<file path="config.mk">
export PLATFORM = sky130hd
export DESIGN_NAME = opg_sequencer
export DESIGN_NICKNAME = d
export VERILOG_FILES = /design/src/design/opg_pkg.sv /design/src/design/opg_sequencer.sv
export SDC_FILE = /design/constraint.sdc
export NUM_CORES = 1
export LEC_CHECK = 0
export BUFFER_PORTS_ARGS = -buffer_cell sky130_fd_sc_hd__buf_4
export CAP_MARGIN = 0
export CELL_PAD_IN_SITES_DETAIL_PLACEMENT = 1
export CELL_PAD_IN_SITES_GLOBAL_PLACEMENT = 1
export CORE_AREA = 8 8 132 134
export CTS_CLUSTER_SIZE = 12
export DETAILED_ROUTE_END_ITERATION = 12
export DIE_AREA = 0 0 140 142
export GPL_ROUTABILITY_DRIVEN = 0
export PLACE_DENSITY = 0.75
export SYNTH_ARGS = -nofsm -noshare
export SYNTH_HDL_FRONTEND = slang
export SYNTH_SLANG_ARGS = --single-unit
</file>
<file path="constraint.sdc">
create_clock -name clk -period 4.1 [get_ports clk]
set_clock_uncertainty 0.2 [all_clocks]
set_input_delay 0.82 -clock clk [delete_from_list [all_inputs] [get_ports clk]]
set_output_delay 0.82 -clock clk [all_outputs]
set_load 0.03 [all_outputs]
</file>
<file path="src/design/opg_pkg.sv">
// constants and types for the byte programming sequencer
// assumes a 125 MHz clock; all device pin timing is counted in clk cycles
package opg_pkg;

  localparam int CLK_PERIOD_NS = 8;

  // pin timing in nanoseconds
  localparam int T_PW_NOM_NS = 100000;
  localparam int T_PW_MIN_NS = 95000;
  localparam int T_PW_MAX_NS = 105000;
  localparam int T_SETUP_NS  = 2000;
  localparam int T_DV_NS     = 1000;
  localparam int T_DFP_NS    = 130;

  // cycle counts: least times round up
  localparam int PW_CYC_DEF = (T_PW_NOM_NS + CLK_PERIOD_NS - 1) / CLK_PERIOD_NS;
  localparam int PW_CYC_MIN = (T_PW_MIN_NS + CLK_PERIOD_NS - 1) / CLK_PERIOD_NS;
  localparam int PW_CYC_MAX = T_PW_MAX_NS / CLK_PERIOD_NS;
  localparam int SU_CYC     = (T_SETUP_NS + CLK_PERIOD_NS - 1) / CLK_PERIOD_NS;
  localparam int DV_CYC     = (T_DV_NS + CLK_PERIOD_NS - 1) / CLK_PERIOD_NS;
  localparam int DFP_CYC    = (T_DFP_NS + CLK_PERIOD_NS - 1) / CLK_PERIOD_NS;

  localparam int TMR_W = 24;

  localparam logic [TMR_W-1:0] SU_LOAD  = TMR_W'(SU_CYC - 1);
  localparam logic [TMR_W-1:0] DV_LOAD  = TMR_W'(DV_CYC - 1);
  localparam logic [TMR_W-1:0] DFP_LOAD = TMR_W'(DFP_CYC - 1);

  // extra pulses allowed per byte in the verify pass
  localparam logic [3:0] RETRY_MAX = 4'ha;

  typedef enum logic [1:0] {
    PH_FIRST,
    PH_VERIFY,
    PH_FINAL,
    PH_ID
  } opg_phase_t;

  typedef enum logic [3:0] {
    ST_IDLE,
    ST_VCC_UP,
    ST_VPP_UP,
    ST_SETUP,
    ST_PULSE,
    ST_HOLD,
    ST_VPP_OFF,
    ST_READ,
    ST_FLOAT,
    ST_DOWN,
    ST_VCC_LO,
    ST_END
  } opg_state_t;

endpackage

</file>
<file path="src/design/opg_sequencer.sv">
// programmer side sequencer for a 64K x 8 one-time-programmable eprom
// assumes data_in and src_data are synchronous to clk; supply outputs
// are commands to external regulators and an id voltage switch on address line nine
//
// What this block does
// - chip select pulse is held low for the nominal 100 us program pulse width
// - address starts at zero; core 6.5 V and program supply 13 V before pulses
// - first pass gives every address one pulse with no verify between
// - second pass verifies each byte; mismatch gets up to ten pulses, verify each
// - still mismatching after ten extra pulses: whole part failed, sequence ends
// - verified byte advances address; loop repeats until every address is checked
// - after last address pin goes low, core to 5.0 V, reread from zero until first mismatch or last address, report
// - core supply up before program supply and withdrawn after it
// - after chip select rises wait 130 ns float delay before driving data
// - program and verify timing leaves room for output enable and float delays
// - id select line at id voltage: maker code with lowest line low, part code high
module opg_sequencer
  import opg_pkg::*;
#(
  parameter int AW     = 16,
  parameter int DW     = 8,
  parameter int PW_CYC = PW_CYC_DEF
) (
  input  wire logic          clk,
  input  wire logic          rst,
  input  wire logic          clk_en,
  input  wire logic          start,
  input  wire logic          id_start,
  input  wire logic [DW-1:0] src_data,
  input  wire logic [DW-1:0] data_in,
  output logic      [AW-1:0] addr_out,
  output logic      [DW-1:0] data_out,
  output logic               data_oe,
  output logic               chip_sel_n,
  output logic               oe_level,
  output logic               vpp_on,
  output logic               vcc_on,
  output logic               vcc_prog,
  output logic               id_voltage_on,
  output logic               busy,
  output logic               done,
  output logic               pass,
  output logic               fail,
  output logic      [AW-1:0] fail_addr,
  output logic      [3:0]    retry_cnt,
  output logic               id_valid,
  output logic      [DW-1:0] id_maker,
  output logic      [DW-1:0] id_part
);
  localparam logic [TMR_W-1:0] PW_LOAD   = TMR_W'(PW_CYC - 1);
  localparam logic [AW-1:0]    ADDR_LAST = {AW{1'b1}};
  opg_state_t             state_r;
  opg_phase_t             phase_r;
  logic       [TMR_W-1:0] tmr_r;
  logic                   match_r;
  logic                   expired;
  logic                   last;
  assign expired = (tmr_r == '0);
  assign last    = (addr_out == ADDR_LAST);

  ////////////////////////////////////////////////////////////////////////////
  // sequence control, pin drive and status
  always_ff @(posedge clk or posedge rst) begin
    if (rst) begin
      state_r       <= ST_IDLE;
      phase_r       <= PH_FIRST;
      tmr_r         <= '0;
      match_r       <= 1'b0;
      addr_out      <= '0;
      data_out      <= '0;
      data_oe       <= 1'b0;
      chip_sel_n    <= 1'b1;
      oe_level      <= 1'b1;
      vpp_on        <= 1'b0;
      vcc_on        <= 1'b0;
      vcc_prog      <= 1'b0;
      id_voltage_on <= 1'b0;
      busy          <= 1'b0;
      done          <= 1'b0;
      pass          <= 1'b0;
      fail          <= 1'b0;
      fail_addr     <= '0;
      retry_cnt     <= 4'h0;
      id_valid      <= 1'b0;
      id_maker      <= '0;
      id_part       <= '0;
    end else if (clk_en) begin
      done <= 1'b0;
      if (!expired) begin
        tmr_r <= tmr_r - TMR_W'(1);
      end
      case (state_r)
        ST_IDLE: begin
          if (start) begin
            addr_out  <= '0;
            phase_r   <= PH_FIRST;
            vcc_on    <= 1'b1;
            vcc_prog  <= 1'b1;
            busy      <= 1'b1;
            pass      <= 1'b0;
            fail      <= 1'b0;
            retry_cnt <= 4'h0;
            tmr_r     <= SU_LOAD;
            state_r   <= ST_VCC_UP;
          end else if (id_start) begin
            addr_out      <= '0;
            phase_r       <= PH_ID;
            vcc_on        <= 1'b1;
            vcc_prog      <= 1'b0;
            id_voltage_on <= 1'b1;
            busy          <= 1'b1;
            id_valid      <= 1'b0;
            tmr_r         <= SU_LOAD;
            state_r       <= ST_VCC_UP;
          end
        end
        ST_VCC_UP: begin
          if (expired) begin
            if (phase_r == PH_ID) begin
              oe_level   <= 1'b0;
              chip_sel_n <= 1'b0;
              tmr_r      <= DV_LOAD;
              state_r    <= ST_READ;
            end else begin
              vpp_on  <= 1'b1;
              tmr_r   <= SU_LOAD;
              state_r <= ST_VPP_UP;
            end
          end
        end
        ST_VPP_UP: begin
          if (expired) begin
            data_oe <= 1'b1;
            tmr_r   <= SU_LOAD;
            state_r <= ST_SETUP;
          end
        end
        ST_SETUP: begin
          data_out <= src_data;
          if (expired) begin
            chip_sel_n <= 1'b0;
            tmr_r      <= PW_LOAD;
            state_r    <= ST_PULSE;
          end
        end
        ST_PULSE: begin
          if (expired) begin
            chip_sel_n <= 1'b1;
            tmr_r      <= SU_LOAD;
            state_r    <= ST_HOLD;
          end
        end
        ST_HOLD: begin
          if (expired) begin
            if (phase_r == PH_FIRST && !last) begin
              addr_out <= addr_out + AW'(1);
              tmr_r    <= SU_LOAD;
              state_r  <= ST_SETUP;
            end else begin
              if (phase_r == PH_FIRST) begin
                phase_r  <= PH_VERIFY;
                addr_out <= '0;
              end
              data_oe <= 1'b0;
              vpp_on  <= 1'b0;
              tmr_r   <= SU_LOAD;
              state_r <= ST_VPP_OFF;
            end
          end
        end
        ST_VPP_OFF: begin
          if (expired) begin
            oe_level   <= 1'b0;
            chip_sel_n <= 1'b0;
            tmr_r      <= DV_LOAD;
            state_r    <= ST_READ;
          end
        end
        ST_READ: begin
          if (expired) begin
            if (phase_r == PH_ID) begin
              if (addr_out[0]) begin
                id_part <= data_in;
              end else begin
                id_maker <= data_in;
              end
            end
            match_r    <= (data_in == src_data);
            chip_sel_n <= 1'b1;
            oe_level   <= 1'b1;
            tmr_r      <= DFP_LOAD;
            state_r    <= ST_FLOAT;
          end
        end
        ST_FLOAT: begin
          if (expired) begin
            case (phase_r)
              PH_ID: begin
                if (!addr_out[0]) begin
                  addr_out   <= AW'(1);
                  oe_level   <= 1'b0;
                  chip_sel_n <= 1'b0;
                  tmr_r      <= DV_LOAD;
                  state_r    <= ST_READ;
                end else begin
                  id_voltage_on <= 1'b0;
                  id_valid      <= 1'b1;
                  state_r       <= ST_END;
                end
              end
              PH_VERIFY: begin
                if (match_r) begin
                  retry_cnt <= 4'h0;
                  if (last) begin
                    oe_level <= 1'b0;
                    tmr_r    <= SU_LOAD;
                    state_r  <= ST_DOWN;
                  end else begin
                    addr_out   <= addr_out + AW'(1);
                    oe_level   <= 1'b0;
                    chip_sel_n <= 1'b0;
                    tmr_r      <= DV_LOAD;
                    state_r    <= ST_READ;
                  end
                end else if (retry_cnt == RETRY_MAX) begin
                  fail      <= 1'b1;
                  fail_addr <= addr_out;
                  oe_level  <= 1'b0;
                  tmr_r     <= SU_LOAD;
                  state_r   <= ST_DOWN;
                end else begin
                  retry_cnt <= retry_cnt + 4'h1;
                  vpp_on    <= 1'b1;
                  tmr_r     <= SU_LOAD;
                  state_r   <= ST_VPP_UP;
                end
              end
              PH_FINAL: begin
                if (!match_r) begin
                  fail      <= 1'b1;
                  fail_addr <= addr_out;
                  state_r   <= ST_END;
                end else if (last) begin
                  pass    <= 1'b1;
                  state_r <= ST_END;
                end else begin
                  addr_out   <= addr_out + AW'(1);
                  oe_level   <= 1'b0;
                  chip_sel_n <= 1'b0;
                  tmr_r      <= DV_LOAD;
                  state_r    <= ST_READ;
                end
              end
              default: begin
                state_r <= ST_END;
              end
            endcase
          end
        end
        ST_DOWN: begin
          if (expired) begin
            vcc_prog <= 1'b0;
            tmr_r    <= SU_LOAD;
            state_r  <= ST_VCC_LO;
          end
        end
        ST_VCC_LO: begin
          if (expired) begin
            if (fail) begin
              state_r <= ST_END;
            end else begin
              phase_r    <= PH_FINAL;
              addr_out   <= '0;
              chip_sel_n <= 1'b0;
              tmr_r      <= DV_LOAD;
              state_r    <= ST_READ;
            end
          end
        end
        ST_END: begin
          vpp_on        <= 1'b0;
          vcc_on        <= 1'b0;
          vcc_prog      <= 1'b0;
          id_voltage_on <= 1'b0;
          chip_sel_n    <= 1'b1;
          oe_level      <= 1'b1;
          data_oe       <= 1'b0;
          busy          <= 1'b0;
          done          <= 1'b1;
          state_r       <= ST_IDLE;
        end
        default: begin
          state_r <= ST_IDLE;
        end
      endcase
    end
  end
endmodule

</file>
# ---- Word-level counts from Yosys, hierarchy flattened
# Index checks and enable logic that the tools add are counted.
dict set report word_totals {
  regBits 102
  input_bits 21
  out_inout_bits 72
  elab_cells 258
}
dict set report classes {
  addsub 3
  eq_ne 63
  muxes 129
  bitwise 1
  reduce_logical 40
}
# cell count
set op_table {}
lappend op_table {{$mux W24} 15}
lappend op_table {{$mux W16} 14}
lappend op_table {{$pmux W24 S8} 1}
lappend op_table {{$mux W4} 24}
lappend op_table {{$pmux W24 S3} 1}
lappend op_table {{$pmux W16 S2} 2}
lappend op_table {{$pmux W16 S4} 1}
lappend op_table {{$ne A2 B2 Y1 const B} 28}
lappend op_table {{$pmux W4 S11} 1}
lappend op_table {{$mux W1} 43}
lappend op_table {{$ne A3 B3 Y1 const B} 12}
lappend op_table {{$reduce_and A12 Y1} 3}
lappend op_table {{$reduce_and A7 Y1} 4}
lappend op_table {{$logic_not A24 Y1} 1}
lappend op_table {{$sub A24 B1 Y24 const B} 1}
lappend op_table {{$eq A4 B4 Y1 const B} 5}
lappend op_table {{$add A16 B1 Y16 const B} 1}
lappend op_table {{$eq A16 B16 Y1 const B} 1}
lappend op_table {{$eq A4 B3 Y1 const B} 4}
lappend op_table {{$mux W8} 2}
lappend op_table {{$reduce_and A8 Y1} 2}
lappend op_table {{$reduce_and A5 Y1} 3}
lappend op_table {{$mux W2} 7}
lappend op_table {{$reduce_and A13 Y1} 1}
lappend op_table {{other kinds (37)} 59}

# ---- Longest topological paths before layout
# Gate-level depths: netlist of run 1.
dict set report depth {
  word_depth 7
  depth_mapped 14
  mapped_depth_nobuf 12
}

# ---- Worst setup path after synthesis of run 1
# No wires, ideal clock.
dict set report synth_timing {
  kind {flip-flop to flip-flop}
  start {register tmr_r[4]}
  end {register tmr_r[0]}
  setup_ns 0.128
  arrival_ns 2.823
  required_time_ns 3.772
  path_slack_ns 0.949
  stages_incl_launch_ff 13
  path_buffers 2
  period_less_slack_ns 3.151
  path_cell_list {dfrtp_1 -> buf_2 -> or4_4 -> nor4_4 -> and2_1 -> inv_2 -> clkbuf_1 -> ha_1 -> inv_1 -> o2bb2ai_1 -> a221o_1 -> a21oi_1 -> a31oi_1}
}
dict set report synth_between {
  elab_chain_len 7
  word_cells_on_any_way 17
  classes_between {mux (16); reduce/logical (1)}
}
# element line_no
set synth_lines {}
lappend synth_lines {{start, declared} opg_sequencer.sv:54} ;# logic [TMR_W-1:0] tmr_r;
lappend synth_lines {{start signal, assigned} opg_sequencer.sv:90} ;# tmr_r <= tmr_r - TMR_W'(1);
lappend synth_lines {{$logic_not A24 Y1 (*)} opg_sequencer.sv:58} ;# assign expired = (tmr_r == '0);
lappend synth_lines {{$mux W24} opg_sequencer.sv:89} ;# if (!expired) begin
lappend synth_lines {{$mux W24} opg_sequencer.sv:243} ;# end else if (last) begin
lappend synth_lines {{$mux W24} opg_sequencer.sv:239} ;# if (!match_r) begin
lappend synth_lines {{$pmux W24 S3} opg_sequencer.sv:197} ;# case (phase_r)
lappend synth_lines {{$mux W24} opg_sequencer.sv:196} ;# if (expired) begin
lappend synth_lines {{$pmux W24 S8 (*)} opg_sequencer.sv:92} ;# case (state_r)
# Mark *: on every way between the ends. The rest lies on a longest branch, timed or not.
# A chain may end at the register's enable or synchronous reset.

# ---- Final worst setup path of run 1
dict set report layout_timing {
  start {register tmr_r[8]}
  end {register id_valid}
}
dict set report layout_between {
  elab_chain_len 3
}
# element line_no
set layout_lines {}
lappend layout_lines {{$logic_not A24 Y1} opg_sequencer.sv:58}
lappend layout_lines {{$ne A2 B2 Y1 (no line)} --}
lappend layout_lines {{$reduce_and A7 Y1 (no line)} --}
lappend layout_lines {{end signal, assigned} opg_sequencer.sv:84} ;# id_valid <= 1'b0;
lappend layout_lines {{end signal, assigned} opg_sequencer.sv:112} ;# id_valid <= 1'b0;
lappend layout_lines {{end signal, assigned} opg_sequencer.sv:207} ;# id_valid <= 1'b1;
lappend layout_lines {{end, declared} opg_sequencer.sv:46} ;# output logic id_valid,
# No other way between the ends.

==> results by group, run 1 <==
Synth
  • Synthesis-stage register bit count: 102
  • FFs w/ async S/R, synth: 100.0%
  • Top_reg_cell synth: dfrtp_1
  • Register area share after synthesis: 42.68%
  • Cell variety after synth: 72
  • Post-Syn Instances: 664
  • Ys Warns: 0
  • Post-Syn Area: 5986 µm²
  • Avg Synthesized Cell Area: 9.015 µm²
  • EDFF count, synth: 0
  • Syn Nets: 696

Timing
  • Pins over their slew limit: 0
  • Max_slew headroom: 33.22%
  • Final setup vio count: 0
  • Hold slack: roughly 0.29 ns
  • Final worst setup slack: 0.6944 ns
  • Final Critical Period: 3.406 ns
  • Worst slew pin tran: approximately 1 ns
  • Final Cycle Share: 83.06%
  • Unrepaired setup endpoints after global routing: no
  • Setup_tns: 0 ns
  • FMAX: roughly 290 MHz
  • Final hold vios: 0

GRT
  • Vias in the first global route: 5901
  • Total gr overflow: 0
  • Busiest layer in global routing: met2
  • GR Util All Layers: 20.91%
  • GR Util met2: 35.26%
  • Met1 Use GR: 26.33%
  • GR Util met3: under 10%
  • Largest net degree at the start of global routing: 42
  • First-pass GRT wire length: 33090 µm
  • Antenna violations before repair: 0

Clock network
  • Clock tree from TritonCTS: done
  • TritonCTS buffer count: 9
  • Clock Pin Slew Worst Setup and Hold Paths: 0.07 ns
  • Clock buffer depth: 2
  • Clock Sinks: 102
  • Total setup buffers inserted after CTS: 0
  • Clk root buf: clkbuf_16
  • Hold-fix buffers at CTS: 0
  • Clock Latency Late Sink: 0.36 ns
  • H-tree depth: 3
  • CTS resizes: 0

Floorplanning
  • Chip width: 140 µm
  • Io pins: 93
  • Initial Utilization: 38.81%
  • Die Ht: 142 µm
  • Placement row count: 46
  • Core Box Area: about 15000 µm²
  • Die area: between 15000 and 20000 µm²

Final layout
  • Final Net Count: 779
  • Layout cell share with drive strength beyond 1: between 20% and 30%
  • Fillers: 1800
  • Syn-to-layout area delta: 21.30%
  • Diode count: 0

Power
  • Psw: 0.5635 mW
  • Leakage: 3.239 nW
  • Internal: ~1.7 mW
  • Comb power frac: around a tenth
  • Clock group share of total power: 43.9%
  • Net Sw Frac: between 20% and 30%
  • Pwr per Cell Area: 314.8 nW/µm²
  • Sequential share of power: 46.3%
  • VDD IR max: 0.2462 mV
  • Total power: 2.285 mW

Run
  • Maxcap violations: 0

Min path
  • Worst hold path type: reg -> reg

Routing
  • Drt pass-1 iters: 5
  • Initial drt markers: 530
  • DRT antenna net count: 0
  • DRC viols: 0
  • WL final: 20400 µm
  • Vias per cell: about 6.0
  • Vias: around 5700
  • Wirelength per Cell: about 22 µm

Run status
  • Status: finished clean

Worst setup path
  • Startpoint Class: flop
  • CP required: 4.14 ns
  • CP arrival: 3.45 ns
  • Worst setup EP type: flop
  • Kind of critical path: reg -> reg
  • Worst-path fanout max: 20

Placed design
  • Placement-stage worst setup slack: between 0.7 and 0.8 ns
  • Dpl hpwl: 15170 µm
  • PortBufs: 92
-- state kept, by name (all words and copies together) (netlist names) --
signal,count
tmr_r,24
addr_out,16
fail_addr,16
data_out,8
id_maker,8
id_part,8
retry_cnt,4
state_r,4
phase_r,2
busy,1
chip_sel_n,1
data_oe,1
done,1
fail,1
id_valid,1
id_voltage_on,1
match_r,1
oe_level,1
pass,1
vcc_prog,1
vpp_on,1
-- power by group through the flow --
stage               registers (mW)  logic, mW  clock network (mW)
floorplan                     1.09      0.129                   0
global placement              1.07      0.213                   0
detailed placement            1.08      0.227                   0
CTS                           1.06      0.227                1.02
global route                  1.06      0.249                1.06
finish                        1.06      0.225                1.00
-- layout make-up --
type	instances	area, µm²	area share (%)
Tap cell	192	240.2	3.309
Clock inverter	7	121.4	1.672
Inverter	23	88.84	1.224
Sequential cell	102	2555	35.19
Timing Repair Buffer	111	833.3	11.48
Clock buffer	9	225.2	3.102
Multi-Input combinational cell	500	3197	44.03
-- logic make-up after synthesis --
logic type,count (synthesis),share of synthesized area [%]
mux,42,7.860
buf+inv,62,4.013
fa+ha+maj,11,2.299
xor+xnor,24,3.512
compound gates,173,18.79
flops,102,42.68
simple gates,250,20.84
-- cell usage in the layout, fill, tap and decap left out, types with 11 or more instances in the layout --
master   netlist  routed
o21ai_1       20      20
inv_1         21      20
dfrtp_1      100     100
a21oi_1       40      40
mux2_1        22      22
buf_4          1     111
nor2_1        59      59
mux2_2        18      18
o21ai_0       34      34
nor3_1        27      27
ha_1          11      11
nor4_1        13      13
xnor2_1       17      17
nand2_1       70      70
nand3_1       20      20
-- cell usage after synthesis (all sizes together) (4+ instances only) --
cell / number / share of area (%)
xor2: 7 / 1.0
or3: 7 / 0.73
a22oi: 4 / 0.50
o31ai: 9 / 1.1
a31oi: 7 / 0.73
xnor2: 17 / 2.5
mux2: 40 / 7.5
nand2b: 5 / 0.52
nand3: 20 / 1.7
o22ai: 5 / 0.75
a211oi: 4 / 0.50
o211ai: 4 / 0.50
buf: 6 / 0.50
nand4: 9 / 0.94
a21oi: 40 / 3.3
o22a: 5 / 0.73
or2: 5 / 0.52
nand2: 71 / 4.5
nor3: 28 / 2.5
nor2b: 7 / 0.73
nor2: 61 / 3.9
or4: 11 / 1.5
inv: 22 / 1.4
o21ai: 54 / 4.5
ha: 11 / 2.3
nor4: 14 / 1.7
clkbuf: 33 / 2.1
dfrtp: 100 / 42
-- worst paths after layout --
path | cells after the start | from | slack [ns] | endpoint
max | 8 | tmr_r[8]$_DFFE_PP0P_ | 0.69 | id_valid$_DFFE_PP0P_
min | 1 | id_maker[6]$_DFFE_PP0P_ | 0.29 | id_maker[6]$_DFFE_PP0P_
max reg2reg | 8 | tmr_r[8]$_DFFE_PP0P_ | 0.69 | id_valid$_DFFE_PP0P_
min reg2reg | 1 | id_maker[6]$_DFFE_PP0P_ | 0.29 | id_maker[6]$_DFFE_PP0P_
max in group asynchronous | 3 | rst | 2.56 | state_r[1]$_DFFE_PP0P_
min in group asynchronous | 2 | rst | 0.30 | addr_out[15]$_DFFE_PP0P_
-- worst max-delay path: stages, from the launching register on --
cell and delay, ns:
dfrtp_1 0.42, or4_4 0.59, nor4_4 0.43, and2_1 0.23, buf_4 0.28, o21ai_1 0.20, a2111oi_2 0.51, nand2_1 0.11
mux2_1 0.32
-- per-stage QoR --
stage | utilization (%) | instances | cell area [µm²]
5_1_grt | 47.07 | 944 | 7261
3_3_place_gp | 44.82 | 928 | 6914
6_report | 47.07 | 944 | 7261
4_1_cts | 47.07 | 944 | 7261
2_1_floorplan | - | 664 | 5986
3_5_place_dp | 44.82 | 928 | 6914
-- routing by layer --
metal,vias up,share of wire (%)
li1,2589,-
met1,2786,42
met2,255,49
met3,37,7.3
met4,0,1.8
met5,-,0
Note: power is estimated with default switching activity, not from simulation.
==> inputs of run 2 (changes only) <==
clock period = 3.5 ns   (was 4.1 ns; I/O delays follow)
==> results by group, run 2 (synthesized netlist as in run 1, its figures left out) <==
Floorplanning
  • Die Ht: 142 µm
  • Chip width: 140 µm
  • Initial Utilization: around two fifths
  • Core Box Area: 15420 µm²
  • Io pins: between 90 and 100
  • Die area: 19880 µm²
  • Placement row count: 46

Clock network
  • Hold-fix buffers at CTS: 0
  • CTS resizes: 0
  • Total setup buffers inserted after CTS: 0
  • Clock buffer depth: 2
  • Clock Pin Slew Worst Setup and Hold Paths: 0.07 ns
  • H-tree depth: 3
  • TritonCTS buffer count: 9
  • Clock Latency Late Sink: 0.36 ns
  • Clock tree from TritonCTS: done
  • Clock Sinks: 102
  • Clk root buf: clkbuf_16

Final layout
  • Post-route cell area: around 7300 µm²
  • Syn-to-layout area delta: 22.47%
  • Multi-input combinational cell area: 3197 µm²
  • Largest registers: tmr_r x24, addr_out x16, fail_addr x16
  • Fillers: about 1800
  • Largest reg by FF count: tmr_r
  • Layout cell share with drive strength beyond 1: about 23%
  • Register area: 2555 µm²
  • Max reg flops: 24
  • Final Net Count: 789
  • Commonest cells after routing, fill and taps aside: buf_4, dfrtp_1, nand2_1
  • Diode count: 0
  • Most common cell after layout, fill and taps aside: buf_4

GRT
  • Antenna violations before repair: 0
  • GR Util met3: 4.025%
  • GR Util All Layers: 20.84%
  • Largest net degree at the start of global routing: 103
  • First-pass GRT wire length: 33180 µm
  • Met1 Use GR: 25.75%
  • Busiest layer in global routing: met2
  • Vias in the first global route: slightly above 6000
  • Total gr overflow: 0
  • GR Util met2: around 35%

Worst setup path
  • CP required: 3.54 ns
  • Worst-path fanout max: 16
  • Startpoint Class: flop
  • Kind of critical path: reg -> reg
  • CP max stage cell: or4_4
  • Worst setup EP type: flop
  • Worst path cell trace: or4_4, nor4_4, and2_1, inv_2, ha_1, inv_1, o2bb2ai_1, a221o_1, a21oi_1, a31oi_1
  • Cell family with most CP delay: simple AND/OR/NAND/NOR gates
  • Crit path buf inv count: 2
  • Crit-path max cell delay: a little under 0.6 ns
  • CP arrival: 3.37 ns

Timing
  • Final Critical Period: 3.334 ns
  • Setup_tns: 0 ns
  • Unrepaired setup endpoints after global routing: no
  • Pins over their slew limit: 0
  • Final hold vios: 0
  • Final setup vio count: 0
  • Final Cycle Share: 95.25%
  • FMAX: 300.0 MHz
  • Worst slew pin tran: 1.035 ns
  • Max_slew headroom: 30.35%

Routing
  • DRC viols: 0
  • Drt pass-1 iters: 5
  • Vias: 5687
  • WL final: 20140 µm
  • DRT antenna net count: 0
  • Initial drt markers: 405
  • Vias per cell: 5.961
  • Wirelength per Cell: 21.11 µm

Run status
  • Status: finished clean

Placed design
  • Dpl hpwl: 15080 µm
  • Post-place instance area: 7003 µm²
  • PortBufs: 92

Power
  • VDD IR max: ~0.20 mV
  • Leakage: 3.284 nW
  • Pwr per Cell Area: ~350 nW/µm²

Min path
  • Worst hold path type: reg -> reg

Run
  • Maxcap violations: 0
[run 2: cell types whose count changed in the layout (fill, tap and decap cells not counted), sizes merged]
cell      before  now
clkbuf         9   13
buf          111  121
inv           23   22
clkinvlp       2    1
bufinv         3    1
[run 2: worst register-to-register path, delay by kind of cell (launching register included)]
kind	cells	cell delay, ns
and+or+nand+nor	3	1.19
AOI/OAI and AO/OA	4	0.71
DFF	1	0.43
adders and majority gates	1	0.38
buffers and inverters	2	0.31
[run 2: routing by layer]
layer  vias up  part of all wire (%)
met5         -                     0
met2       187                    49
met3        33                   6.5
met1      2861                    42
met4         0                   2.1
li1       2606                     -
[run 2: cell type report]
type                       instances  area share (%)
clock buffer                      13           3.823
clock inverter                     3          0.6486
timing repair buffer             121           12.56
sequential                       102           34.85
inverter                          23           1.229
tap                              192           3.277
multi-input combinational        500           43.61
[run 2: per-stage QoR]
step / setup slack, ns / std cells / power [mW] / utilization [%] / hold slack [ns]
floorplan: 0.3488 / 664 / 1.426 / - / 0.3056
global placement: 0.2869 / 938 / 1.508 / 45.40 / 0.2641
detailed placement: 0.2154 / 938 / 1.521 / 45.40 / 0.2822
CTS: 0.1807 / 954 / 2.629 / 47.53 / 0.2933
global route: 0.01725 / 954 / 2.692 / 47.53 / 0.3140
finish: 0.1661 / 954 / 2.597 / 47.53 / 0.2924
[run 2: where the power goes]
part	internal [mW]	switching [mW]	total [mW]
clock network	0.637	0.462	1.10
logic	0.104	0.155	0.258
registers	1.21	0.0276	1.24
total	1.95	0.644	2.60
[run 2: worst paths after layout]
check	startpoint	to	slack, ns	cells past startpoint
setup / recovery	tmr_r[8]$_DFFE_PP0P_	tmr_r[0]$_DFFE_PP0P_	0.17	10
hold / removal	vpp_on$_DFFE_PP0P_	vpp_on$_DFFE_PP0P_	0.29	1
min in group asynchronous	rst	fail_addr[2]$_DFFE_PP0P_	0.30	3
setup reg to reg	tmr_r[8]$_DFFE_PP0P_	tmr_r[0]$_DFFE_PP0P_	0.17	10
max in group asynchronous	rst	tmr_r[10]$_DFFE_PP0P_	2.38	3
hold reg to reg	vpp_on$_DFFE_PP0P_	vpp_on$_DFFE_PP0P_	0.29	1
==> inputs of run 3 (changes only) <==
HOLD_SLACK_MARGIN = 0.1   (was not set)
SETUP_SLACK_MARGIN = 0.4   (was not set)
==> results by group, run 3 (synthesized netlist as in run 1, its figures left out) <==
Routing
  • Initial drt markers: 396
  • Highest Signal Layer: met4
  • DRT antenna net count: 0
  • DRC viols: 0
  • DR WL met3: 1296 µm
  • Vias: 5775
  • Metal2 WL: a little under 10000 µm
  • Drt pass-1 iters: 4
  • Vias per cell: 5.997
  • Wirelength per Cell: ~21 µm
  • WL final: 20180 µm
  • Total routed wire length on the met1 layer: 8485 µm

Worst setup path
  • Kind of critical path: reg -> reg
  • Worst path cell trace: or4_4, nor4_4, buf_4, a21oi_1, nand4b_1, buf_4, or3_1, o21ai_1
  • Startpoint Class: flop
  • Worst r2r src: tmr_r[5]$_DFFE_PP0P_
  • CP arrival: 3.16 ns
  • Worst r2r path cells: 8
  • R2R setup slack: 0.43 ns
  • Worst-path fanout max: 6
  • CP most frequent cell: buf_4
  • R2r endpoint: retry_cnt[2]$_DFFE_PP0P_
  • Crit-path max cell delay: roughly 0.57 ns
  • CP required: between 3 and 4 ns
  • Cell family with most CP delay: simple AND/OR/NAND/NOR gates
  • CP max stage cell: or4_4
  • Worst setup EP type: flop
  • Crit path buf inv count: 2

Final layout
  • Largest registers: tmr_r x24, addr_out x16, fail_addr x16
  • Final Util: 48.03%
  • Most common cell after layout, fill and taps aside: buf_4
  • Register area: around 2600 µm²
  • Multi-input combinational cell area: between 3000 and 4000 µm²
  • Final Net Count: 798
  • Largest reg by FF count: tmr_r
  • Layout cell share with drive strength beyond 1: 24.77%
  • Max reg flops: 24
  • Post-Layout Cell Count: approximately 960
  • Diode count: 0
  • Commonest cells after routing, fill and taps aside: buf_4, dfrtp_1, nand2_1
  • Post-route cell area: around 7400 µm²
  • Fillers: 1790
  • Syn-to-layout area delta: 23.77%

Timing
  • Final hold vios: 0
  • Unrepaired setup endpoints after global routing: yes
  • FMAX: 325.7 MHz
  • Max_slew headroom: 32.29%
  • Final setup vio count: 0
  • Hold slack: 0.2854 ns
  • Final worst setup slack: 0.4296 ns
  • Setup_tns: 0 ns
  • Final Critical Period: 3.070 ns
  • Final Cycle Share: 87.73%
  • Worst slew pin tran: 1.006 ns
  • Pins over their slew limit: 0

Placed design
  • Post-place instance area: 7003 µm²
  • PortBufs: between 90 and 100
  • DP Cell Count: 936
  • Placement-stage worst setup slack: 0.2434 ns
  • Dpl hpwl: 15320 µm

GRT
  • Total gr overflow: 0
  • Largest net degree at the start of global routing: 67
  • Vias in the first global route: 5975
  • GR Util All Layers: 20.87%
  • Antenna violations before repair: 0
  • First-pass GRT wire length: ~33000 µm

Floorplanning
  • Chip width: between 100 and 150 µm
  • Die Ht: between 100 and 150 µm
  • Die area: 19880 µm²
  • Initial Utilization: about two fifths
  • Io pins: 93
  • Placement row count: 46
  • Core Box Area: 15420 µm²

Clock network
  • Clock Sinks: 102
  • H-tree depth: 3
  • Clock Pin Slew Worst Setup and Hold Paths: 0.07 ns
  • Clock buffer depth: 2
  • Clock tree from TritonCTS: done
  • Clk root buf: clkbuf_16
  • TritonCTS buffer count: 9
  • Hold-fix buffers at CTS: 0
  • Clock Latency Late Sink: 0.36 ns

Power
  • Leakage: around 3.3 nW
  • Total power: 2.476 mW
  • Pwr per Cell Area: 334.2 nW/µm²
  • VDD IR max: 0.2098 mV

Min path
  • Worst hold path type: reg -> reg
  • Hold depth: 1
  • Hold path start: id_maker[6]$_DFFE_PP0P_
  • Hold path endpoint: id_maker[6]$_DFFE_PP0P_

Run status
  • Status: finished clean

Run
  • Maxcap violations: 0
## run 3: changes by cell type in the layout (fill, tap and decap cells not counted), moves of 2 or more
cell and delta:
buf_4 +9, clkbuf_8 -3, clkinv_2 +2, clkinvlp_4 +2
## run 3: layout make-up
cell class	instances	area share [%]
clock buffers	11	3.276
clock inverters	5	0.4560
inverters	23	1.250
multi-input cells	500	43.95
flip-flops and latches	102	34.49
well taps	192	3.243
repair buffers	130	13.34
## run 3: report_power, final
part           leakage, nW  switching, mW  total [mW]  internal (mW)
clock network        0.132          0.455       0.957          0.502
registers             1.33         0.0279        1.24           1.21
logic                 1.86          0.164       0.279          0.115
## run 3: per-layer routing
layer	vias to the layer above	GRT usage (%)
li1	2624	-
met1	2911	26.15
met2	198	34.41
met3	42	4.160
met4	0	9.143
met5	-	0
## run 3: worst max path at each step
stage                          from                        to  slack (ns)  cells past startpoint
2_1_floorplan  tmr_r[4]$_DFFE_PP0P_      tmr_r[0]$_DFFE_PP0P_        0.40                     12
5_1_grt        tmr_r[0]$_DFFE_PP0P_   id_maker[4]$_DFFE_PP0P_        0.32                      8
6_report       tmr_r[5]$_DFFE_PP0P_  retry_cnt[2]$_DFFE_PP0P_        0.43                      8
4_1_cts        tmr_r[5]$_DFFE_PP0P_   addr_out[9]$_DFFE_PP0P_        0.42                      8
3_5_place_dp   tmr_r[0]$_DFFE_PP0P_      tmr_r[0]$_DFFE_PP0P_        0.24                     12
3_3_place_gp   tmr_r[0]$_DFFE_PP0P_      tmr_r[0]$_DFFE_PP0P_        0.33                     12
## run 3: repair_timing
| item | 4_1_cts | 5_1_grt |
|---|---|---|
| buffers inserted | 0 | 11 |
| pin swaps | 0 | 4 |
| gates resized for setup | 5 | 6 |
| gates cloned | 0 | 0 |
| setup endpoints to repair | 29 | 32 |
